[config.mk]
export PLATFORM = sky130hd
export DESIGN_NAME = bpc_top
export DESIGN_NICKNAME = d
export VERILOG_FILES = /design/src/verilog/bpc_pkg.sv /design/src/verilog/bpc_top.sv /design/src/verilog/bpc_chan.sv
export SDC_FILE = /design/constraint.sdc
export NUM_CORES = 1
export LEC_CHECK = 0
export BUFFER_PORTS_ARGS = -buffer_cell sky130_fd_sc_hd__buf_2
export CELL_PAD_IN_SITES_DETAIL_PLACEMENT = 0
export CELL_PAD_IN_SITES_GLOBAL_PLACEMENT = 1
export CORE_UTILIZATION = 39
export CTS_CLUSTER_DIAMETER = 40
export CTS_CLUSTER_SIZE = 24
export DETAILED_ROUTE_END_ITERATION = 8
export HOLD_SLACK_MARGIN = 0.06
export PLACE_DENSITY = 0.87
export RECOVER_POWER = 50
export SLEW_MARGIN = 30
export SYNTH_ARGS = -nofsm -noshare
export SYNTH_HDL_FRONTEND = slang
export SYNTH_SLANG_ARGS = --single-unit
[constraint.sdc]
create_clock -name mclk -period 2.25 [get_ports mclk]
set_input_delay 0.225 -clock mclk [delete_from_list [all_inputs] [get_ports mclk]]
set_output_delay 0.225 -clock mclk [all_outputs]
set_load 0.02 [all_outputs]
[src/verilog/bpc_pkg.sv]
// Package for the buck control and page selection register bank
package bpc_pkg;
    localparam logic [7:0] BUCK_A_CONTROL_ADDR = 8'h5d;
    localparam logic [7:0] BUCK_B_CONTROL_ADDR = 8'h5e;
    localparam logic [7:0] PAGE_CONTROL_ADDR   = 8'h80;
    localparam logic [7:0] BUCK_CONTROL_RST    = 8'h00;
    localparam logic [7:0] PAGE_CONTROL_RST    = 8'h00;
    localparam logic [7:0] BUCK_CONTROL_MASK   = 8'h7f;
    localparam logic [7:0] PAGE_CONTROL_MASK   = 8'hc7;
    // Buck control fields
    localparam int VOLT_SEL_HI  = 6;
    localparam int VOLT_SEL_LO  = 5;
    localparam int VOLT_SRC_BIT = 4;
    localparam int PD_OFF_BIT   = 3;
    localparam int EN_SEL_HI    = 2;
    localparam int EN_SEL_LO    = 1;
    localparam int ON_BIT       = 0;
    // Page control fields
    localparam int AUTO_RETURN_BIT = 7;
    localparam int WRITE_MODE_BIT  = 6;
    localparam int PAGE_HI         = 2;
    localparam int PAGE_LO         = 0;
    localparam logic [2:0] PAGE_ZERO = 3'h0;
    // Input vector positions: zero, one, io two, io three, four
    localparam int NUM_INPUTS = 5;
    localparam int IN_ZERO  = 0;
    localparam int IN_ONE   = 1;
    localparam int IO_TWO   = 2;
    localparam int IO_THREE = 3;
    localparam int IN_FOUR  = 4;
    localparam logic [1:0] SEL_NONE = 2'h0;
    localparam logic [1:0] SEL_A    = 2'h1;
    localparam logic [1:0] SEL_B    = 2'h2;
    localparam logic [1:0] SEL_C    = 2'h3;
    localparam logic [9:0] ADDR_WIN_LO_END = 10'h07f;
    localparam logic [9:0] ADDR_WIN_HI_END = 10'h0ff;
endpackage : bpc_pkg

[src/verilog/bpc_top.sv]
// Buck enable, voltage source and page control register bank
// Notes on behaviour
// - Channel A voltage input selector: none, input one, io two, input four.
// - Voltage input passive-to-active picks setting two, active-to-passive picks setting one.
// - Active level of a voltage input comes from its own polarity bit.
// - Channel B voltage input selection works exactly like channel A.
// - Voltage source bit: zero selects setting one, one selects setting two.
// - Pulldown-off bit: zero keeps pull-down while off, one disconnects it.
// - Enable selector: none, input zero, input one, io three; edges switch channel.
// - Channel B enable input selection behaves identically to channel A.
// - On bit: cleared switches channel off, set switches it on.
// - With auto-return set, page field returns to 000 after the access ends.
// - Write mode bit: zero page write, one repeated write on two-wire.
// - Two-wire page map: 00x low 256, 01x 0x100 block, 10x 0x200 block.
// - Four-wire map: 000, 001, 010, 100 each select a 128-register window.
// - Polarity bit zero means active low, one means active high.
module bpc_top
    import bpc_pkg::*;
(
    input  wire logic                  mclk,
    input  wire logic                  reset,
    input  wire logic                  acc_wr,
    input  wire logic                  acc_rd,
    input  wire logic                  acc_done,
    input  wire logic [7:0]            acc_addr,
    input  wire logic [7:0]            acc_wdata,
    input  wire logic                  acc_four_wire,
    input  wire logic [NUM_INPUTS-1:0] gen_inputs,
    input  wire logic [NUM_INPUTS-1:0] input_polarity,
    output logic [7:0]                 acc_rdata,
    output logic                       acc_hit,
    output logic [9:0]                 page_base,
    output logic                       page_valid,
    output logic                       multi_write_repeat,
    output logic                       chan_a_enabled,
    output logic                       chan_b_enabled,
    output logic                       chan_a_use_setting_two,
    output logic                       chan_b_use_setting_two,
    output logic                       chan_a_pulldown_active,
    output logic                       chan_b_pulldown_active
);
    // act keeps the previous sample of each normalised input for edge finding
    typedef struct packed {
        logic [7:0]            buck_a;
        logic [7:0]            buck_b;
        logic [7:0]            page;
        logic [NUM_INPUTS-1:0] act;
        logic                  act_valid;
        logic [7:0]            rdata;
        logic                  hit;
        logic [9:0]            base;
        logic                  base_ok;
        logic                  a_pd;
        logic                  b_pd;
    } bpc_top_s;

    bpc_top_s st_ff;
    bpc_top_s nxt_st;
    logic [NUM_INPUTS-1:0] act_now;
    logic [NUM_INPUTS-1:0] act_prev;
    logic a_on_set;
    logic a_on_clr;
    logic a_src_set;
    logic a_src_clr;
    logic b_on_set;
    logic b_on_clr;
    logic b_src_set;
    logic b_src_clr;

    // Polarity normalises every input to an active flag; zero is active low
    assign act_now  = ~(gen_inputs ^ input_polarity);
    // Before the first sample the previous value equals the current, so no edge
    assign act_prev = st_ff.act_valid ? st_ff.act : act_now;

    // Together the selector fields index five inputs; another count breaks the decode
    if (NUM_INPUTS != 5) begin : g_input_count_check
        $error("bpc_top serves exactly five general inputs");
    end

    bpc_chan u_chan_a (
        .mclk     (mclk),
        .reset    (reset),
        .act_now  (act_now),
        .act_prev (act_prev),
        .ctrl_reg (st_ff.buck_a),
        .on_set   (a_on_set),
        .on_clr   (a_on_clr),
        .src_set  (a_src_set),
        .src_clr  (a_src_clr)
    );

    bpc_chan u_chan_b (
        .mclk     (mclk),
        .reset    (reset),
        .act_now  (act_now),
        .act_prev (act_prev),
        .ctrl_reg (st_ff.buck_b),
        .on_set   (b_on_set),
        .on_clr   (b_on_clr),
        .src_set  (b_src_set),
        .src_clr  (b_src_clr)
    );

    // An input edge overrides the on and source bits of the value handed in
    function automatic logic [7:0] apply_edges(input logic [7:0] r, input logic on_s,
                                               input logic on_c, input logic src_s,
                                               input logic src_c);
        logic [7:0] v;
        v = r;
        if (on_s) begin
            v[ON_BIT] = 1'b1;
        end else if (on_c) begin
            v[ON_BIT] = 1'b0;
        end
        if (src_s) begin
            v[VOLT_SRC_BIT] = 1'b1;
        end else if (src_c) begin
            v[VOLT_SRC_BIT] = 1'b0;
        end
        return v;
    endfunction : apply_edges

    always_comb begin
        nxt_st           = st_ff;
        nxt_st.act       = act_now;
        nxt_st.act_valid = 1'b1;
        nxt_st.hit       = 1'b0;
        // Software write first; an input edge in the same cycle wins over it
        if (acc_wr) begin
            if (acc_addr == BUCK_A_CONTROL_ADDR) begin
                nxt_st.buck_a = acc_wdata & BUCK_CONTROL_MASK;
                nxt_st.hit    = 1'b1;
            end else if (acc_addr == BUCK_B_CONTROL_ADDR) begin
                nxt_st.buck_b = acc_wdata & BUCK_CONTROL_MASK;
                nxt_st.hit    = 1'b1;
            end else if (acc_addr == PAGE_CONTROL_ADDR) begin
                nxt_st.page = acc_wdata & PAGE_CONTROL_MASK;
                nxt_st.hit  = 1'b1;
            end
        end
        // Read data is held until the next read, so a slow host may fetch it late
        if (acc_rd) begin
            if (acc_addr == BUCK_A_CONTROL_ADDR) begin
                nxt_st.rdata = st_ff.buck_a;
                nxt_st.hit   = 1'b1;
            end else if (acc_addr == BUCK_B_CONTROL_ADDR) begin
                nxt_st.rdata = st_ff.buck_b;
                nxt_st.hit   = 1'b1;
            end else if (acc_addr == PAGE_CONTROL_ADDR) begin
                nxt_st.rdata = st_ff.page;
                nxt_st.hit   = 1'b1;
            end else begin
                nxt_st.rdata = 8'h00;
            end
        end
        nxt_st.buck_a = apply_edges(nxt_st.buck_a, a_on_set, a_on_clr,
                                    a_src_set, a_src_clr);
        nxt_st.buck_b = apply_edges(nxt_st.buck_b, b_on_set, b_on_clr,
                                    b_src_set, b_src_clr);
        // Return to page zero at the end of the access, even one that wrote the page
        if (acc_done && st_ff.page[AUTO_RETURN_BIT]) begin
            nxt_st.page[PAGE_HI:PAGE_LO] = PAGE_ZERO;
        end
        // Unmapped page codes leave the base at zero and flag the window invalid
        nxt_st.base_ok = 1'b1;
        if (acc_four_wire) begin
            case (nxt_st.page[PAGE_HI:PAGE_LO])
                3'h0: nxt_st.base = 10'h000;
                3'h1: nxt_st.base = 10'h080;
                3'h2: nxt_st.base = 10'h100;
                3'h4: nxt_st.base = 10'h200;
                default: begin
                    nxt_st.base    = 10'h000;
                    nxt_st.base_ok = 1'b0;
                end
            endcase
        end else begin
            case (nxt_st.page[PAGE_HI:PAGE_LO+1])
                2'h0: nxt_st.base = 10'h000;
                2'h1: nxt_st.base = 10'h100;
                2'h2: nxt_st.base = 10'h200;
                default: begin
                    nxt_st.base    = 10'h000;
                    nxt_st.base_ok = 1'b0;
                end
            endcase
        end
        // Pull-down acts only while the channel is off and not disconnected
        nxt_st.a_pd = !nxt_st.buck_a[ON_BIT] && !nxt_st.buck_a[PD_OFF_BIT];
        nxt_st.b_pd = !nxt_st.buck_b[ON_BIT] && !nxt_st.buck_b[PD_OFF_BIT];
    end

    always_ff @(posedge mclk) begin
        if (reset) begin
            st_ff        <= '0;
            st_ff.buck_a <= BUCK_CONTROL_RST;
            st_ff.buck_b <= BUCK_CONTROL_RST;
            st_ff.page   <= PAGE_CONTROL_RST;
            // Both channels come up off, so their pull-downs are engaged
            st_ff.a_pd   <= 1'b1;
            st_ff.b_pd   <= 1'b1;
            st_ff.base_ok <= 1'b1;
        end else begin
            st_ff <= nxt_st;
        end
    end

    // Every output is a plain copy of registered state
    assign acc_rdata              = st_ff.rdata;
    assign acc_hit                = st_ff.hit;
    assign page_base              = st_ff.base;
    assign page_valid             = st_ff.base_ok;
    assign multi_write_repeat     = st_ff.page[WRITE_MODE_BIT];
    assign chan_a_enabled         = st_ff.buck_a[ON_BIT];
    assign chan_b_enabled         = st_ff.buck_b[ON_BIT];
    assign chan_a_use_setting_two = st_ff.buck_a[VOLT_SRC_BIT];
    assign chan_b_use_setting_two = st_ff.buck_b[VOLT_SRC_BIT];
    assign chan_a_pulldown_active = st_ff.a_pd;
    assign chan_b_pulldown_active = st_ff.b_pd;
endmodule : bpc_top

[src/verilog/bpc_chan.sv]
// One buck channel: enable and voltage source driven by register and input edges
module bpc_chan
    import bpc_pkg::*;
(
    input  wire logic                  mclk,
    input  wire logic                  reset,
    input  wire logic [NUM_INPUTS-1:0] act_now,
    input  wire logic [NUM_INPUTS-1:0] act_prev,
    input  wire logic [7:0]            ctrl_reg,
    output logic                       on_set,
    output logic                       on_clr,
    output logic                       src_set,
    output logic                       src_clr
);
    typedef struct packed {
        logic on_set;
        logic on_clr;
        logic src_set;
        logic src_clr;
    } bpc_chan_s;

    bpc_chan_s st_ff;
    bpc_chan_s nxt_st;
    logic      en_now;
    logic      en_prev;
    logic      v_now;
    logic      v_prev;
    logic      en_used;
    logic      v_used;

    always_comb begin
        en_used = 1'b1;
        v_used  = 1'b1;
        case (ctrl_reg[EN_SEL_HI:EN_SEL_LO])
            SEL_A: begin
                en_now  = act_now[IN_ZERO];
                en_prev = act_prev[IN_ZERO];
            end
            SEL_B: begin
                en_now  = act_now[IN_ONE];
                en_prev = act_prev[IN_ONE];
            end
            SEL_C: begin
                en_now  = act_now[IO_THREE];
                en_prev = act_prev[IO_THREE];
            end
            default: begin
                en_now  = 1'b0;
                en_prev = 1'b0;
                en_used = 1'b0;
            end
        endcase
        case (ctrl_reg[VOLT_SEL_HI:VOLT_SEL_LO])
            SEL_A: begin
                v_now  = act_now[IN_ONE];
                v_prev = act_prev[IN_ONE];
            end
            SEL_B: begin
                v_now  = act_now[IO_TWO];
                v_prev = act_prev[IO_TWO];
            end
            SEL_C: begin
                v_now  = act_now[IN_FOUR];
                v_prev = act_prev[IN_FOUR];
            end
            default: begin
                v_now  = 1'b0;
                v_prev = 1'b0;
                v_used = 1'b0;
            end
        endcase
        nxt_st.on_set  = en_used && en_now && !en_prev;
        nxt_st.on_clr  = en_used && !en_now && en_prev;
        nxt_st.src_set = v_used && v_now && !v_prev;
        nxt_st.src_clr = v_used && !v_now && v_prev;
    end

    always_ff @(posedge mclk) begin
        if (reset) begin
            st_ff <= '0;
        end else begin
            st_ff <= nxt_st;
        end
    end

    assign on_set  = st_ff.on_set;
    assign on_clr  = st_ff.on_clr;
    assign src_set = st_ff.src_set;
    assign src_clr = st_ff.src_clr;
endmodule : bpc_chan

==> results.toml <==
[status]
outcome = "completed"

[layout]
layout-drive-gt1-share_pct = 16.39
nets = 330
finalInstanceArea_sq_um = 2582
n_antenna_cell = 0
final_util_pct = 46.33
layout_commonest_cell = "dfxtp_1"
areaGrowthSynthToFinish_pct = 12.79
layout_common_cells = "48 x dfxtp_1, 29 x buf_2, 25 x nor2_1"

[place]
place_congestion = 0.8348
hpwl_microns = 3638
placed_cell_area_sq_um = 2502
io_buffer_count = 51

[synth]
yosys.area_share.simple_pct = 20.77
ys_seq_elements = 48
synth_compound_area_share_pct = 17.32
synth.area.mux_share_pct = 6.995
netlist_instances = 261
async_flop_share_pct = 0
synth_area_per_cell_sq_um = 8.773
yosys-top-cells-area = "dfxtp_1 42%, buf_4 5.9%, mux2i_1 4.4%, nor2_1 4.1%, a21oi_1 3.9%"
synthXorXnorAreaFrac_pct = 2.295
yosysTopAreaCell = "dfxtp_1"
yosysSeqAreaShare_pct = 41.97
synth_edf_count = 0
synth_ff_type = "dfxtp_1"
synthAdderAreaFrac_pct = 0.4372
synth_top_family_by_area = "simple AND/OR/NAND/NOR gates"
yosysWarnings = 0
synth_top_area_share_pct = 41.97
netlist_area_sq_um = 2290
synth_cell_types = 49

[floorplanning]
io_pins = 59
die_area_sq_um = 6181
rows = 27
die_h_microns = 78.62
die_x_microns = 78.62
core_sq_um = 5574
start_util_pct = 41.08

[sta]
finalSetupTns_ns = 0
period_share_pct = 84.64
rsz0062_at_grt = "false"
min_period_ns = 1.904
max_freq_ghz = 0.5251
hold_viol_final = 0
whs_ns = 0.1710
tightest_slew_ns = 1.172
finalClockSkew_ns = 0.007485
drv_slew = 0
max-slew-margin-rel_pct = 21.88
setup_viol = 0

[detailed_routing]
totalWireLength_microns = 4954
wl_per_cell_microns = 13.35
first_pass_iters = 4
vias_per_cell = 5.075
vias = 1883
antenna_left = 0
drtIter0Drc = 146
drc = 0

[power_and_ir_drop]
p_leak_nw = 1.035
ir_drop_uv = 295.6
power.density_nw_per_um2 = 631.6

[clock_network]
ctsHoldBuffers = 0
clk_pin_slew_ns = 0.09
cts_max_level = 2
insertion_delay_ns = 0.30
cts_made_buffers = 5
cts.sinks = 48
clock-root-buffer = "clkbuf_8"
cts_buffer_depth = 2
tritoncts = "yes"
postCtsSetupBuffers = 0
cts_resized = 0

[critical_path]
critPathRequiredTime_ns = 2.45
path_max_fanout = 6
worstSetupStartpointType = "primary input"
path_class = "primary input to flop"
cp-end-kind = "flop"
worstSetupEndpoint = "page_base[8]$_SDFF_PP0_"
crit_start = "acc_addr[3]"
regToRegEndpoint = "u_chan_a.src_set$_SDFF_PP0_"
reg2reg_from = "st_ff[22]$_DFF_P_"
reg2regPathDepth = 3
worstPathArrival_ns = 2.10
r2r_slack_ns = 0.76

[global_routing]
gr-usage-met1_pct = 21.27
busiest_layer = "met2"
grt_usage_pct = 16.82
gr-usage-met2_pct = 27.83
grt_pass1_wl_microns = 7990
grt_pass1_vias = 1672
grt_max_degree = 27
grt_antenna_before_repair = 0
grt_use_met3_pct = 4.070
grt-ovfl-total = 0

[run]
drv_cap = 0

[worst_hold_path]
hold_class = "primary input to flop"
-- cells by family after synthesis --
logic type      Yosys count
compound gates           56
xor+xnor                  6
fa+ha+maj                 1
buf+inv                  41
flops                    48
mux                      14
other cells               1
simple gates             94
-- final cells by class --
type | count | area (sq um)
fill | 569 | 2992
multi-input combinational | 178 | 1121
sequential | 48 | 960.9
timing repair buffer | 57 | 269.0
tap | 72 | 90.09
clock buffer | 5 | 68.82
clock inverter | 3 | 42.54
inverter | 8 | 30.03
-- how the worst min path moves through the flow --
stage                                           to  cells after the start                        start  slack, ns
3_3_place_gp   chan_b_use_setting_two$_SDFFE_PP0P_                      1  u_chan_b.src_set$_SDFF_PP0_       0.42
3_5_place_dp   chan_b_use_setting_two$_SDFFE_PP0P_                      1  u_chan_b.src_set$_SDFF_PP0_       0.43
6_report                    st_ff[35]$_SDFFE_PP0P_                      3                 acc_wdata[7]       0.17
5_1_grt                     st_ff[49]$_SDFFE_PP0P_                      3                 acc_wdata[5]       0.20
4_1_cts                     st_ff[35]$_SDFFE_PP0P_                      3                 acc_wdata[7]       0.16
2_1_floorplan                    st_ff[22]$_DFF_P_                      1                        reset       0.36
-- per-stage QoR --
stage,cells,total power [mW],worst slack (ns)
2_1_floorplan,267,0.9921,0.3481
3_3_place_gp,363,1.034,0.09870
3_5_place_dp,363,1.036,0.06323
4_1_cts,371,1.646,0.3534
5_1_grt,371,1.702,0.2735
6_report,371,1.631,0.3455
-- synth_stat cells (all sizes together), types with 2 or more instances --
| library cell | n |
|---|---|
| a211oi | 4 |
| a21o | 2 |
| a21oi | 18 |
| a222oi | 3 |
| a22o | 4 |
| a22oi | 5 |
| a2bb2oi | 3 |
| a31oi | 2 |
| a32oi | 2 |
| and2 | 5 |
| and4b | 2 |
| buf | 20 |
| clkbuf | 13 |
| dfxtp | 48 |
| inv | 7 |
| mux2 | 3 |
| mux2i | 11 |
| nand2 | 21 |
| nand2b | 7 |
| nand3 | 16 |
| nor2 | 25 |
| nor2b | 4 |
| nor3 | 4 |
| nor3b | 2 |
| nor4 | 2 |
| o21a | 5 |
| o21ai | 2 |
| xnor2 | 3 |
| xor2 | 3 |
-- per-layer routing --
layer  vias to the layer above  share of wire [%]  routed length, microns
met5                         -                  0                       0
met4                         0                1.3                      63
met3                         5                5.5                     273
met2                        53                 47                    2315
met1                       861                 46                    2302
li1                        964                  -                       -
-- report_power, final --
group	switching (mW)	total (mW)	internal [mW]
clock network	0.288	0.617	0.329
logic	0.0938	0.147	0.0527
registers	0.00628	0.867	0.861
-- registers in the layout (all words and copies together), names as in the netlist --
| name | flops |
|---|---|
| acc_hit | 1 |
| acc_rdata | 8 |
| chan_a_enabled | 1 |
| chan_a_pulldown_active | 1 |
| chan_a_use_setting_two | 1 |
| chan_b_enabled | 1 |
| chan_b_pulldown_active | 1 |
| chan_b_use_setting_two | 1 |
| multi_write_repeat | 1 |
| page_base | 3 |
| page_valid | 1 |
| st_ff | 20 |
| u_chan_a.on_clr | 1 |
| u_chan_a.on_set | 1 |
| u_chan_a.src_clr | 1 |
| u_chan_a.src_set | 1 |
| u_chan_b.on_clr | 1 |
| u_chan_b.on_set | 1 |
| u_chan_b.src_clr | 1 |
| u_chan_b.src_set | 1 |
-- worst max-delay path, stage by stage --
cell	delay, ns
buf_2	0.11
or4_4	0.53
or3_1	0.54
buf_4	0.22
nor2_1	0.10
a31oi_1	0.07
nor4_1	0.30
(Power assumes the default switching activity.)
